[config.mk]
export PLATFORM = sky130hd
export DESIGN_NAME = port_pins_and_clock_divider
export DESIGN_NICKNAME = d
export VERILOG_FILES = /design/src/hw/port_pins_and_clock_divider.v
export VERILOG_INCLUDE_DIRS = /design/src /design/src/hw
export SDC_FILE = /design/constraint.sdc
export NUM_CORES = 1
export LEC_CHECK = 0
export BUFFER_PORTS_ARGS = -buffer_cell sky130_fd_sc_hd__buf_2
export CAP_MARGIN = 30
export CORE_MARGIN = 8
export CORE_UTILIZATION = 44
export DETAILED_ROUTE_END_ITERATION = 10
export GPL_TIMING_DRIVEN = 0
export HOLD_SLACK_MARGIN = 0.1
export PLACE_DENSITY = 0.72
export SETUP_SLACK_MARGIN = 0.2
export SLEW_MARGIN = 15
export SYNTH_ARGS = -nofsm -noshare
export SYNTH_HDL_FRONTEND = slang
export SYNTH_SLANG_ARGS = --single-unit
[constraint.sdc]
create_clock -name mclk_i -period 2.3 [get_ports mclk_i]
set_clock_uncertainty 0.15 [all_clocks]
set_input_delay 0.23 -clock mclk_i [delete_from_list [all_inputs] [get_ports mclk_i]]
set_output_delay 0.23 -clock mclk_i [all_outputs]
set_load 0.05 [all_outputs]
[src/hw/port_pins_map.vh]
// Register map, field positions and reset values of the port and clock block.
// Included by the design file; holds definitions only.
`ifndef PORT_PINS_MAP_VH
`define PORT_PINS_MAP_VH

// Byte offsets on the register bus (one aligned word each)
`define OFS_P0_DATA   8'h00
`define OFS_P0_DIR    8'h04
`define OFS_P1_DATA   8'h08
`define OFS_P1_DIR    8'h0C
`define OFS_P2_DATA   8'h10
`define OFS_P3_DATA   8'h14
`define OFS_P3_DIR    8'h18
`define OFS_P6_DATA   8'h1C
`define OFS_P6_DIR    8'h20
`define OFS_P7_DATA   8'h24
`define OFS_P7_DIR    8'h28
`define OFS_PULLUP    8'h2C
`define OFS_RTO_CTRL  8'h30
`define OFS_RTO_BUF   8'h34
`define OFS_CLK_DIV   8'h38
`define OFS_OSC_CFG   8'h3C
`define ADDR_LSB      2
`define ADDR_MSB      7

// Direction masks: set bits have a per-pin direction bit
`define DIRMASK_FULL  8'hFF
`define DIRMASK_P6    8'hC0
// Port 6 pins 0..3 are output-only, 4..5 do not exist
`define P6_OUT_ONLY   8'h0F
// Port 2 pull-up group covers pins 2..7
`define P2_PU_GROUP   8'hFC

// Pull-up register bits (one per port except port 7)
`define PU_P0 0
`define PU_P1 1
`define PU_P2 2
`define PU_P3 3
`define PU_P6 6
`define PU_W  7

// Real-time output control bits
`define RTO_LO_EN  0
`define RTO_HI_EN  1
`define RTO_LO_SRC 2
`define RTO_HI_SRC 3
`define RTO_W      4

// Clock divider: fclk = fxx / 2^n, n clamped to DIV_MAX
`define DIV_W   3
`define DIV_MAX 3'h4
`define CNT_W   4

// Oscillator configuration: settle code in [2:0], external clock select bit
`define OSC_SETTLE_W 3
`define OSC_EXTERNAL_CLOCK_SELECT_BIT 7

`define RST_BYTE 8'h00
`define RESP_OKAY   2'h0
`define RESP_SLVERR 2'h2
`endif

[src/hw/port_pins_and_clock_divider.v]
// Port pin logic (ports 0,1,2,3,6,7), real-time output on port 0 and the
// internal clock divider, all behind an AXI4-Lite register slave.
// Assumes pad cells outside resolve out/enable/pull-up; pin inputs synchronous.
`timescale 1ns/1ps
`include "port_pins_map.vh"

////////////////////////////////////////////////////////////////////////////////
// One 8-pin bank: output latch, direction, pin readback and pull-up gating
module port_bank #(
  parameter [7:0] DIR_MASK  = 8'hFF,  // Pins with a direction bit
  parameter [7:0] FORCE_OUT = 8'h00   // Pins that always drive
) (
  input  wire       mclk_i,      // Clock
  input  wire       nrst_i,      // Async reset, active low
  input  wire       data_we_i,   // Software write of output latch
  input  wire       dir_we_i,    // Software write of direction
  input  wire [7:0] wdata_i,     // Write data
  input  wire [7:0] load_en_i,   // Hardware load per pin
  input  wire [7:0] load_val_i,  // Hardware load value
  input  wire [7:0] pin_i,       // Pin levels
  input  wire       pu_en_i,     // Port pull-up enable
  output wire [7:0] pin_o,       // Pin output values
  output wire [7:0] pin_oe_o,    // Pin drive enables
  output wire [7:0] pu_o,        // Pull-up connect per pin
  output wire [7:0] rd_data_o,   // Readback of pin or latch
  output wire [7:0] dir_o        // Direction register
);
  reg  [7:0] out_q;
  reg  [7:0] dir_q;
  wire [7:0] drive;
  integer    i;

  // Hardware load wins over a software write in the same cycle, so a trigger is never lost
  always @(posedge mclk_i or negedge nrst_i) begin
    if (!nrst_i) begin
      out_q <= `RST_BYTE;
      dir_q <= `RST_BYTE;
    end else begin
      for (i = 0; i < 8; i = i + 1) begin
        if (load_en_i[i]) begin
          out_q[i] <= load_val_i[i];
        end else if (data_we_i) begin
          out_q[i] <= wdata_i[i];
        end
      end
      if (dir_we_i) begin
        dir_q <= wdata_i & DIR_MASK;
      end
    end
  end

  assign drive     = dir_q | FORCE_OUT;
  assign pin_o     = out_q & drive;
  assign pin_oe_o  = drive;
  // Pull-up only where the pin is an input; output-only pins never get one
  assign pu_o      = {8{pu_en_i}} & ~drive & (DIR_MASK | FORCE_OUT);
  assign rd_data_o = (out_q & drive) | (pin_i & ~drive);
  assign dir_o     = dir_q;
endmodule

////////////////////////////////////////////////////////////////////////////////
// Top level
module port_pins_and_clock_divider (
  input  wire        mclk_i,            // 200 MHz clock (fxx)
  input  wire        nrst_i,            // Async reset, active low
  // AXI4-Lite slave
  input  wire [7:0]  s_axi_awaddr,      // Write address
  input  wire        s_axi_awvalid,     // Write address valid
  output wire        s_axi_awready,     // Write address ready
  input  wire [31:0] s_axi_wdata,       // Write data
  input  wire [3:0]  s_axi_wstrb,       // Write strobes
  input  wire        s_axi_wvalid,      // Write data valid
  output wire        s_axi_wready,      // Write data ready
  output wire [1:0]  s_axi_bresp,       // Write response
  output wire        s_axi_bvalid,      // Write response valid
  input  wire        s_axi_bready,      // Write response ready
  input  wire [7:0]  s_axi_araddr,      // Read address
  input  wire        s_axi_arvalid,     // Read address valid
  output wire        s_axi_arready,     // Read address ready
  output wire [31:0] s_axi_rdata,       // Read data
  output wire [1:0]  s_axi_rresp,       // Read response
  output wire        s_axi_rvalid,      // Read data valid
  input  wire        s_axi_rready,      // Read data ready
  // Port pins
  input  wire [7:0]  port_zero_pins_i,  // Port 0 pin levels
  output wire [7:0]  port_zero_pins_o,  // Port 0 outputs
  output wire [7:0]  port_zero_oe_o,    // Port 0 drive enables
  output wire [7:0]  port_zero_pu_o,    // Port 0 pull-ups
  input  wire [7:0]  p1_i,              // Port 1 pin levels
  output wire [7:0]  p1_o,              // Port 1 outputs
  output wire [7:0]  p1_oe_o,           // Port 1 drive enables
  output wire [7:0]  p1_pu_o,           // Port 1 pull-ups
  input  wire [7:0]  p2_i,              // Port 2 pin levels (input only)
  output wire [7:0]  p2_pu_o,           // Port 2 pull-ups
  input  wire [7:0]  p3_i,              // Port 3 pin levels
  output wire [7:0]  p3_o,              // Port 3 outputs
  output wire [7:0]  p3_oe_o,           // Port 3 drive enables
  output wire [7:0]  p3_pu_o,           // Port 3 pull-ups
  input  wire [7:0]  p6_i,              // Port 6 pin levels (6,7 used)
  output wire [7:0]  p6_o,              // Port 6 outputs
  output wire [7:0]  p6_oe_o,           // Port 6 drive enables
  output wire [7:0]  p6_pu_o,           // Port 6 pull-ups
  input  wire [7:0]  p7_i,              // Port 7 pin levels
  output wire [7:0]  p7_o,              // Port 7 outputs
  output wire [7:0]  p7_oe_o,           // Port 7 drive enables
  // Real-time output triggers and clock generation
  input  wire        timer1_match_i,    // Timer/counter 1 coincidence pulse
  input  wire        ext_irq_i,         // External interrupt pulse
  output wire        fclk_tick_o,       // One pulse per fclk period
  output wire        external_clock_select_o, // Oscillator pad mode
  output wire [2:0]  osc_settle_sel_o   // Settle time code
);
  ////////////////////////////////////////////////////////////////////////////
  // Bus slave state
  reg                 aw_full_q;
  reg  [7:0]          aw_addr_q;
  reg                 w_full_q;
  reg  [31:0]         w_data_q;
  reg  [3:0]          w_strb_q;
  reg                 bvalid_q;
  reg  [1:0]          bresp_q;
  reg                 rvalid_q;
  reg  [31:0]         rdata_q;
  reg  [1:0]          rresp_q;
  reg  [`PU_W-1:0]    pullup_q;
  reg  [`RTO_W-1:0]   rto_ctrl_q;
  reg  [7:0]          rto_buf_q;
  reg  [`DIV_W-1:0]   div_q;
  reg  [7:0]          osc_cfg_q;
  reg  [`CNT_W-1:0]   div_cnt_q;
  reg  [`CNT_W-1:0]   div_mask;
  reg  [31:0]         rd_mux;
  reg                 rd_hit;
  reg                 wr_hit;
  wire                wr_go;
  wire                wr_lane;
  wire [7:0]          wr_byte;
  wire                rd_go;
  wire [7:0]          p0_rd, p1_rd, p3_rd, p6_rd, p7_rd, p0_dir;
  wire                lo_trig, hi_trig;
  wire [7:0]          rto_load;
  wire [7:0]          p3_oe_w;

  assign s_axi_awready = ~aw_full_q;
  assign s_axi_wready  = ~w_full_q;
  assign s_axi_bvalid  = bvalid_q;
  assign s_axi_bresp   = bresp_q;
  assign s_axi_arready = ~rvalid_q;
  assign s_axi_rvalid  = rvalid_q;
  assign s_axi_rdata   = rdata_q;
  assign s_axi_rresp   = rresp_q;

  // A write is performed once both halves are held and the response slot is free
  assign wr_go   = aw_full_q & w_full_q & ~bvalid_q;
  assign wr_lane = wr_go & w_strb_q[0];
  assign wr_byte = w_data_q[7:0];
  assign rd_go   = s_axi_arvalid & ~rvalid_q;

  // Address and data are captured independently, in either order
  always @(posedge mclk_i or negedge nrst_i) begin
    if (!nrst_i) begin
      aw_full_q <= 1'b0;
      aw_addr_q <= `RST_BYTE;
      w_full_q  <= 1'b0;
      w_data_q  <= 32'h0000_0000;
      w_strb_q  <= 4'h0;
      bvalid_q  <= 1'b0;
      bresp_q   <= `RESP_OKAY;
    end else begin
      if (s_axi_awvalid && !aw_full_q) begin
        aw_full_q <= 1'b1;
        aw_addr_q <= s_axi_awaddr;
      end
      if (s_axi_wvalid && !w_full_q) begin
        w_full_q <= 1'b1;
        w_data_q <= s_axi_wdata;
        w_strb_q <= s_axi_wstrb;
      end
      if (wr_go) begin
        aw_full_q <= 1'b0;
        w_full_q  <= 1'b0;
        bvalid_q  <= 1'b1;
        bresp_q   <= wr_hit ? `RESP_OKAY : `RESP_SLVERR;
      end else if (bvalid_q && s_axi_bready) begin
        bvalid_q <= 1'b0;
      end
    end
  end

  // Decode of writable offsets; read-only port 2 answers as unmapped on write
  always @* begin
    case (aw_addr_q)
      `OFS_P0_DATA, `OFS_P0_DIR, `OFS_P1_DATA, `OFS_P1_DIR,
      `OFS_P3_DATA, `OFS_P3_DIR, `OFS_P6_DATA, `OFS_P6_DIR,
      `OFS_P7_DATA, `OFS_P7_DIR, `OFS_PULLUP, `OFS_RTO_CTRL,
      `OFS_RTO_BUF, `OFS_CLK_DIV, `OFS_OSC_CFG: wr_hit = 1'b1;
      default: wr_hit = 1'b0;
    endcase
  end

  ////////////////////////////////////////////////////////////////////////////
  // Control registers kept outside the pin banks
  always @(posedge mclk_i or negedge nrst_i) begin
    if (!nrst_i) begin
      pullup_q   <= {`PU_W{1'b0}};
      rto_ctrl_q <= {`RTO_W{1'b0}};
      rto_buf_q  <= `RST_BYTE;
      div_q      <= {`DIV_W{1'b0}};
      osc_cfg_q  <= `RST_BYTE;
    end else if (wr_lane) begin
      case (aw_addr_q)
        `OFS_PULLUP:   pullup_q   <= wr_byte[`PU_W-1:0];
        `OFS_RTO_CTRL: rto_ctrl_q <= wr_byte[`RTO_W-1:0];
        `OFS_RTO_BUF:  rto_buf_q  <= wr_byte;
        // Clamp so the divider never selects a ratio it cannot make
        `OFS_CLK_DIV:  div_q <= (wr_byte[`DIV_W-1:0] > `DIV_MAX) ? `DIV_MAX
                                                                 : wr_byte[`DIV_W-1:0];
        `OFS_OSC_CFG:  osc_cfg_q  <= wr_byte;
        default: ;
      endcase
    end
  end

  ////////////////////////////////////////////////////////////////////////////
  // Real-time output: each nibble has its own enable and trigger source
  assign lo_trig = rto_ctrl_q[`RTO_LO_EN] &
                   (rto_ctrl_q[`RTO_LO_SRC] ? ext_irq_i : timer1_match_i);
  assign hi_trig = rto_ctrl_q[`RTO_HI_EN] &
                   (rto_ctrl_q[`RTO_HI_SRC] ? ext_irq_i : timer1_match_i);
  assign rto_load = {{4{hi_trig}}, {4{lo_trig}}};

  ////////////////////////////////////////////////////////////////////////////
  // Pin banks
  port_bank #(.DIR_MASK(`DIRMASK_FULL), .FORCE_OUT(`RST_BYTE)) u_p0 (
    .mclk_i(mclk_i), .nrst_i(nrst_i),
    .data_we_i(wr_lane && aw_addr_q == `OFS_P0_DATA),
    .dir_we_i(wr_lane && aw_addr_q == `OFS_P0_DIR),
    .wdata_i(wr_byte), .load_en_i(rto_load), .load_val_i(rto_buf_q),
    .pin_i(port_zero_pins_i), .pu_en_i(pullup_q[`PU_P0]),
    .pin_o(port_zero_pins_o), .pin_oe_o(port_zero_oe_o), .pu_o(port_zero_pu_o),
    .rd_data_o(p0_rd), .dir_o(p0_dir));

  port_bank #(.DIR_MASK(`DIRMASK_FULL), .FORCE_OUT(`RST_BYTE)) u_p1 (
    .mclk_i(mclk_i), .nrst_i(nrst_i),
    .data_we_i(wr_lane && aw_addr_q == `OFS_P1_DATA),
    .dir_we_i(wr_lane && aw_addr_q == `OFS_P1_DIR),
    .wdata_i(wr_byte), .load_en_i(`RST_BYTE), .load_val_i(`RST_BYTE),
    .pin_i(p1_i), .pu_en_i(pullup_q[`PU_P1]),
    .pin_o(p1_o), .pin_oe_o(p1_oe_o), .pu_o(p1_pu_o),
    .rd_data_o(p1_rd), .dir_o());

  port_bank #(.DIR_MASK(`DIRMASK_FULL), .FORCE_OUT(`RST_BYTE)) u_p3 (
    .mclk_i(mclk_i), .nrst_i(nrst_i),
    .data_we_i(wr_lane && aw_addr_q == `OFS_P3_DATA),
    .dir_we_i(wr_lane && aw_addr_q == `OFS_P3_DIR),
    .wdata_i(wr_byte), .load_en_i(`RST_BYTE), .load_val_i(`RST_BYTE),
    .pin_i(p3_i), .pu_en_i(pullup_q[`PU_P3]),
    .pin_o(p3_o), .pin_oe_o(p3_oe_w), .pu_o(p3_pu_o),
    .rd_data_o(p3_rd), .dir_o());

  // Port 6: pins 0..3 always drive, only 6 and 7 have a direction bit
  port_bank #(.DIR_MASK(`DIRMASK_P6), .FORCE_OUT(`P6_OUT_ONLY)) u_p6 (
    .mclk_i(mclk_i), .nrst_i(nrst_i),
    .data_we_i(wr_lane && aw_addr_q == `OFS_P6_DATA),
    .dir_we_i(wr_lane && aw_addr_q == `OFS_P6_DIR),
    .wdata_i(wr_byte), .load_en_i(`RST_BYTE), .load_val_i(`RST_BYTE),
    .pin_i(p6_i), .pu_en_i(pullup_q[`PU_P6]),
    .pin_o(p6_o), .pin_oe_o(p6_oe_o), .pu_o(p6_pu_o),
    .rd_data_o(p6_rd), .dir_o());

  // Port 7 has no software pull-up, so its enable is tied off
  port_bank #(.DIR_MASK(`DIRMASK_FULL), .FORCE_OUT(`RST_BYTE)) u_p7 (
    .mclk_i(mclk_i), .nrst_i(nrst_i),
    .data_we_i(wr_lane && aw_addr_q == `OFS_P7_DATA),
    .dir_we_i(wr_lane && aw_addr_q == `OFS_P7_DIR),
    .wdata_i(wr_byte), .load_en_i(`RST_BYTE), .load_val_i(`RST_BYTE),
    .pin_i(p7_i), .pu_en_i(1'b0),
    .pin_o(p7_o), .pin_oe_o(p7_oe_o), .pu_o(),
    .rd_data_o(p7_rd), .dir_o());

  assign p3_oe_o = p3_oe_w;
  // Port 2 never drives; its single pull-up bit covers pins 2..7 together
  assign p2_pu_o = {8{pullup_q[`PU_P2]}} & `P2_PU_GROUP;

  ////////////////////////////////////////////////////////////////////////////
  // Clock divider: tick every 2^n source cycles; a tick each cycle when n is 0
  always @* begin
    case (div_q)
      3'h0:    div_mask = 4'h0;
      3'h1:    div_mask = 4'h1;
      3'h2:    div_mask = 4'h3;
      3'h3:    div_mask = 4'h7;
      default: div_mask = 4'hF;
    endcase
  end

  always @(posedge mclk_i or negedge nrst_i) begin
    if (!nrst_i) begin
      div_cnt_q <= {`CNT_W{1'b0}};
    end else begin
      div_cnt_q <= div_cnt_q + {{(`CNT_W-1){1'b0}}, 1'b1};
    end
  end

  assign fclk_tick_o             = ((div_cnt_q & div_mask) == div_mask);
  assign external_clock_select_o = osc_cfg_q[`OSC_EXTERNAL_CLOCK_SELECT_BIT];
  assign osc_settle_sel_o        = osc_cfg_q[`OSC_SETTLE_W-1:0];

  ////////////////////////////////////////////////////////////////////////////
  // Read path: port data offsets return pin level for inputs, latch for outputs
  always @* begin
    rd_hit = 1'b1;
    case (s_axi_araddr)
      `OFS_P0_DATA:  rd_mux = {24'h000000, p0_rd};
      `OFS_P0_DIR:   rd_mux = {24'h000000, p0_dir};
      `OFS_P1_DATA:  rd_mux = {24'h000000, p1_rd};
      `OFS_P1_DIR:   rd_mux = {24'h000000, p1_oe_o};
      `OFS_P2_DATA:  rd_mux = {24'h000000, p2_i};
      `OFS_P3_DATA:  rd_mux = {24'h000000, p3_rd};
      `OFS_P3_DIR:   rd_mux = {24'h000000, p3_oe_w};
      `OFS_P6_DATA:  rd_mux = {24'h000000, p6_rd};
      `OFS_P6_DIR:   rd_mux = {24'h000000, p6_oe_o & `DIRMASK_P6};
      `OFS_P7_DATA:  rd_mux = {24'h000000, p7_rd};
      `OFS_P7_DIR:   rd_mux = {24'h000000, p7_oe_o};
      `OFS_PULLUP:   rd_mux = {25'h0, pullup_q};
      `OFS_RTO_CTRL: rd_mux = {28'h0000000, rto_ctrl_q};
      `OFS_RTO_BUF:  rd_mux = {24'h000000, rto_buf_q};
      `OFS_CLK_DIV:  rd_mux = {29'h0, div_q};
      `OFS_OSC_CFG:  rd_mux = {24'h000000, osc_cfg_q};
      default: begin
        rd_mux = 32'h0000_0000;
        rd_hit = 1'b0;
      end
    endcase
  end

  // One read in flight; address accepted only while the data slot is empty
  always @(posedge mclk_i or negedge nrst_i) begin
    if (!nrst_i) begin
      rvalid_q <= 1'b0;
      rdata_q  <= 32'h0000_0000;
      rresp_q  <= `RESP_OKAY;
    end else if (rd_go) begin
      rvalid_q <= 1'b1;
      rdata_q  <= rd_mux;
      rresp_q  <= rd_hit ? `RESP_OKAY : `RESP_SLVERR;
    end else if (rvalid_q && s_axi_rready) begin
      rvalid_q <= 1'b0;
    end
  end
endmodule

======== Word-level counts from Yosys, hierarchy flattened ========
Memories as Yosys holds them, arrays and structs flattened.
Cells that the tools add are included.
operators by class
  equality and inequality tests ........... 33
  reduce and logical (&&, ||, !) cells .... 32
  $add $sub $neg .......................... 1
  bitwise gates (word level) .............. 35
  multiplexer cells ....................... 33
  magnitude comparators ................... 1
operators with widths
  cell                   number
  $eq A8 B6 Y1 const B   16
  $pmux W8 S16           1
  $and A8 B8 Y8          14
  $eq A8 B5 Y1 const B   7
  $not A8 Y8             5
  $or A8 B8 Y8           5
  $eq A8 B4 Y1 const B   4
  $mux W1                28
  $eq A8 B3 Y1 const B   2
  $logic_not A8 Y1       2
  $pmux W4 S4            1
  $reduce_or A16 Y1      1
  $logic_and A1 B1 Y1    14
  $reduce_bool A2 Y1     6
  $reduce_and A2 Y1      5
  $and A1 B1 Y1          6
  $eq A3 B2 Y1 const B   2
  $add A4 B1 Y4 const B  1
  $and A4 B4 Y4          1
  $eq A4 B4 Y1           1
  $mux W2                2
  $not A1 Y1             4
  $eq A3 B1 Y1 const B   1
  $gt A3 B3 Y1 const B   1
  other kinds (4)        5
storage, ports and cells
  word-level logic and storage cells ...... 163
  bits in registers ....................... 165
  input bits .............................. 109
  output and inout port bits .............. 166
  memory bits (read-only) ................. 64
  memories ................................ 1
memories
  name             words  bits a word  rd ports  clocked after memory_dff  wr ports  RTL line                           RTL
  (no name shown)  64     1            1         0                         0         port_pins_and_clock_divider.v:192  case (aw_addr_q)

======== Logic depth before layout (Yosys ltp) ========
  word-level depth ........................ 6
  mapped depth ............................ 8
  gate-level depth less buffers ........... 5

======== Hierarchy ========
From an unflattened synthesis, not the netlist that was laid out.
unflattened totals
  cells, all modules ...................... 794
  area, all modules ....................... 8543.2 µm²
by module, submodules not included
  module                       instances  cells each  seq. area each (µm²)  area an instance (µm²)
  port_pins_and_clock_divider  1          397         1626.6                4127.7
  port_bank (u_p0 ...)         4          82          400.4                 943.4
  port_bank (u_p6)             1          69          200.2                 641.9

======== Worst setup path before layout ========
OpenSTA, ideal clock, no wires.
  path type ............................... reg-to-reg
  from .................................... register bvalid_q (netlist: s_axi_bvalid)
  to ...................................... register u_p0.out_q[0]
  period minus slack after synthesis ...... 2.232 ns
  path buffers ............................ 1
  path slack .............................. 0.068 ns
  stages on the path, launching flop included .. 7
  arrival ................................. 1.957 ns
  required time ........................... 2.025 ns
  library setup time ...................... 0.125 ns
  path through ............................ dfrtp_1 and3b_1 buf_4 nand3_4 or3_4 o21ai_4 mux2_2
on the way
  longest elaborated chain between the ends .. 5
RTL lines
  what                                  RTL line                           RTL
  start: declaration                    port_pins_and_clock_divider.v:120  reg bvalid_q;
  start signal: assignment              port_pins_and_clock_divider.v:167  bvalid_q <= 1'b0;
  start signal: assignment              port_pins_and_clock_divider.v:182  bvalid_q <= 1'b1;
  start signal: assignment              port_pins_and_clock_divider.v:185  bvalid_q <= 1'b0;
  $not A1 Y1                            port_pins_and_clock_divider.v:154  assign wr_go = aw_full_q & w_full_q & ~bvalid_q;
  $and A1 B1 Y1                         port_pins_and_clock_divider.v:154
  $and A1 B1 Y1                         port_pins_and_clock_divider.v:155  assign wr_lane = wr_go & w_strb_q[0];
  $logic_and A1 B1 Y1 (no source line)  -
  $reduce_bool A2 Y1 (no source line)   -
  end signal: assignment                port_pins_and_clock_divider.v:36   out_q <= `RST_BYTE;
  end signal: indexed assignment        port_pins_and_clock_divider.v:41   out_q[i] <= load_val_i[i];
  end signal: indexed assignment        port_pins_and_clock_divider.v:43   out_q[i] <= wdata_i[i];
  end: declaration                      port_pins_and_clock_divider.v:28   reg [7:0] out_q;
Every way passes these cells.
A chain may end at the register's enable or synchronous reset.

======== Worst setup path after layout ========
  from .................................... register bvalid_q (netlist: s_axi_bvalid)
  to ...................................... register u_p0.dir_q[1] (netlist: u_p0.dir_o[1])
on the way
  longest elaborated chain between the ends .. 4
RTL lines
  what                                  RTL line                           RTL
  $not A1 Y1                            port_pins_and_clock_divider.v:154
  $and A1 B1 Y1                         port_pins_and_clock_divider.v:154
  $and A1 B1 Y1                         port_pins_and_clock_divider.v:155
  $logic_and A1 B1 Y1 (no source line)  -
  end signal: assignment                port_pins_and_clock_divider.v:37   dir_q <= `RST_BYTE;
  end signal: assignment                port_pins_and_clock_divider.v:47   dir_q <= wdata_i & DIR_MASK;
  end: declaration                      port_pins_and_clock_divider.v:29   reg [7:0] dir_q;
Every way passes these cells.

==> results_dict.tcl <==
set metrics [dict create \
    tightest_slew_ns 0.935 \
    hold_violations 0 \
    layout.nets 1074 \
    setup_tns_ns 0 \
    p_sw_frac 0.376 \
    p_clk_frac 0.304 \
    ir_drop_v 0.000738 \
    synth.most_common_cell "mux2_2" \
    diodes 0 \
    fp.coreArea_um2 17100 \
    synth_area_leaders "dfrtp_1, mux2_2, buf_4" \
    final_cells 1201 \
    powerDensity_nw_per_um2 935 \
    synthTopCellsByCount "mux2_2, dfrtp_1, buf_4, nor2b_1, and2_1" \
    initial_core_util 0.447 \
    synthArstFlopShare 1.00 \
    cts-root-buf "clkbuf_16" \
    leakage_uw 0.00526 \
    critPathKind "flip-flop to flip-flop" \
    placed_cell_area_um2 9130 \
    p_int_uw 5890 \
    clock.fmax_ghz 0.477 \
    cp_max_fo 8 \
    clockBufferDepth 2 \
    yosysTopAreaCell "dfrtp_1" \
    cp.required_ns 2.45 \
    ys_seq_area_frac 0.448 \
    rsz0062_at_grt "yes" \
    wl_per_cell_um 22.0 \
    drt-pass1-iter-count 5 \
    yosys_warnings 0 \
    antenna_found_initial 1 \
    synth_cell_types 65 \
    max_stage_delay_ns 0.39 \
    cts-htree-levels 4 \
    finalPower_uw 9440 \
    status "complete, no violations" \
    rows 48 \
    grt_pass1_vias 6544 \
    setup_viol 0 \
    portBuffers 195 \
    ioPinCount 275 \
    post-route-min-period_ns 2.09 \
    vias_per_cell 5.37 \
    dpl.cell_count 1142 \
    drv_cap 0 \
    cts_sinks 137 \
    netlist.area_leader.share 0.448 \
    grt_max_degree 92 \
    fillers 1506 \
    worstReg2RegStart "s_axi_bvalid" \
    final_util 0.590 \
    gp_congestion 0.922 \
    end_kind "flip-flop" \
    setup.worst_path.start "s_axi_bvalid" \
    timing.final.max_slew_violations 0 \
    seqPwrFrac 0.370 \
    syn-mean-instance-area_um2 11.2 \
    clk_pin_slew_worst_paths_ns 0.06 \
    period_share 0.911 \
    cp.arrival_ns 2.24 \
    slowest_stage "dfrtp_2" \
    drive_above_1_share 0.484 \
    dieArea_um2 21900 \
    ant_nets 0 \
    drc 0 \
    fin_area_um2 10100 \
    ys.flop_type "dfrtp_1" \
    netlist_instances 681 \
    drt_wl_total_mm 26.4 \
    cpLargestDelayFamily "simple AND/OR/NAND/NOR gates" \
    pwr-share-comb 0.325 \
    area_delta_synth_final_pct 32.0 \
    cts_made_buffers 17 \
    vias 6453 \
    hpwlAfterDp_mm 19.6 \
    fp.dieH_um 148 \
    synth_edf_count 0 \
    p_sw_uw 3550 \
    slew-limit-headroom 0.372 \
    crit_path_start_kind "flip-flop" \
    synth-seq-cells 137 \
    drtIter0Drc 567 \
    path_cells "and3b_1 > buf_6 > nand3_4 > nor3_2 > nand2_2 > mux2_2" \
    grt_pass1_wl_mm 39.2 \
    hold_path_class "primary input to asynchronous set/reset pin" \
    critical_path_buf_inv_count 1 \
    synth_area_um2 7650 \
    cts_tree "yes" \
    die_x_um 148 \
    overflow 0 \
    clkLatencyLatePin_ns 0.42 \
    grt_util_all_layers 0.237 \
]
==> cells by family (layout without fill, tap and decap cells) <==
family          after synthesis  count (layout)  synth area share
simple gates                184             184             0.148
mux                         152             152             0.225
flops                       137             137             0.448
compound gates              102             102            0.0938
buf+inv                     101             356            0.0792
other cells                   2              42          0.000982
xor+xnor                      2               2           0.00229
fa+ha+maj                     1               1           0.00164
==> timing repair <==
item                                   in CTS  in global routing
setup endpoints to repair                  49                 71
gates resized for setup                     6                 16
setup buffers                               4                  1
hold buffers                               23                  0
endpoints found under the hold margin     159                  0
pin swaps                                   2                  3
==> layout make-up <==
class / instances / area (um2) / area share
flip-flops and latches: 137 / 3430 / 0.340
inverters: 18 / 67.6 / 0.00670
repair buffers: 224 / 1290 / 0.128
plain buffers: 83 / 544 / 0.0539
clock inverters: 9 / 145 / 0.0144
well taps: 225 / 282 / 0.0279
multi-input cells: 483 / 3860 / 0.383
clock buffers: 22 / 474 / 0.0470
==> path summary, 6_finish.rpt <==
kind / depth (start not counted) / slack, ns / end
worst min-delay path: 2 / 0.14 / s_axi_bvalid
worst min register to register: 1 / 0.33 / div_cnt_q[3]
worst max register to register: 6 / 0.21 / u_p0.dir_o[1]
min in group mclk_i: 5 / 0.16 / s_axi_rdata[4]
max in group asynchronous: 3 / 1.06 / u_p0.dir_o[0]
worst max-delay path: 6 / 0.21 / u_p0.dir_o[1]
==> power groups by stage <==
stage | logic (uW) | clock network (uW) | registers (uW)
2_1_floorplan | 1820 | 0 | 3670
3_3_place_gp | 2890 | 0 | 3470
3_5_place_dp | 2940 | 0 | 3490
4_1_cts | 3050 | 2900 | 3460
5_1_grt | 3250 | 3020 | 3560
6_report | 3070 | 2870 | 3500
==> registers in the layout (all words and copies together) (netlist names), 2 cells and up <==
| register | flops |
|---|---|
| aw_addr_q | 8 |
| div_cnt_q | 4 |
| div_q | 3 |
| osc_cfg_q | 8 |
| pullup_q | 7 |
| rto_buf_q | 8 |
| rto_ctrl_q | 4 |
| s_axi_rdata | 8 |
| u_p0.dir_o | 8 |
| u_p0.out_q | 8 |
| u_p1.dir_o | 8 |
| u_p1.out_q | 8 |
| u_p3.dir_o | 8 |
| u_p3.out_q | 8 |
| u_p6.dir_o | 2 |
| u_p6.out_q | 6 |
| u_p7.dir_o | 8 |
| u_p7.out_q | 8 |
| w_data_q | 8 |
==> worst register-to-register path: stages (launching register included) <==
cell     delay [ns]
dfrtp_2        0.39
and3b_1        0.22
buf_6          0.11
nand3_4        0.08
nor3_2         0.36
nand2_2        0.30
mux2_2         0.36
==> cells in the final DEF, fill, tap and decap left out, drive strengths merged, types with 2 or more instances in the layout <==
cell         instances
mux2i                9
o22ai                3
nor4b                5
o21ai               28
nor4                 4
mux2               141
nor2                22
a222oi               2
o2bb2ai              2
nand4                4
o221ai               3
nand2               36
nand2b               6
o211ai               3
inv                 18
o32ai                4
o311a                2
and2                35
clkinv               5
nand3b               2
a211oi               6
bufinv               4
a21oi               15
nor3                 7
dfrtp              137
o311ai               2
nor3b                3
and3                 3
a22o                 2
buf                267
a32oi                4
conb                42
nor2b               41
nand3               10
a311o                2
mux4                 2
dlygate4sd3         23
a22oi               17
clkbuf              39
==> through the flow <==
step                      hold slack [ns]  worst slack [ns]
after global routing                0.165             0.151
after global placement              0.272             -1.31
after CTS                           0.144            0.0865
after detailed placement        -0.000842            0.0341
final                               0.141             0.205
after floorplan                    -0.216             0.142
==> per-layer routing <==
| metal | global-route usage | vias up | wire [um] |
|---|---|---|---|
| met3 | 0.0721 | 45 | 2430 |
| met2 | 0.377 | 344 | 12500 |
| met5 | 0 | - | 12 |
| met4 | 0.0847 | 2 | 586 |
| met1 | 0.301 | 3156 | 10800 |
| li1 | - | 2906 | - |
No activity file was read; power rests on OpenSTA's default activity.
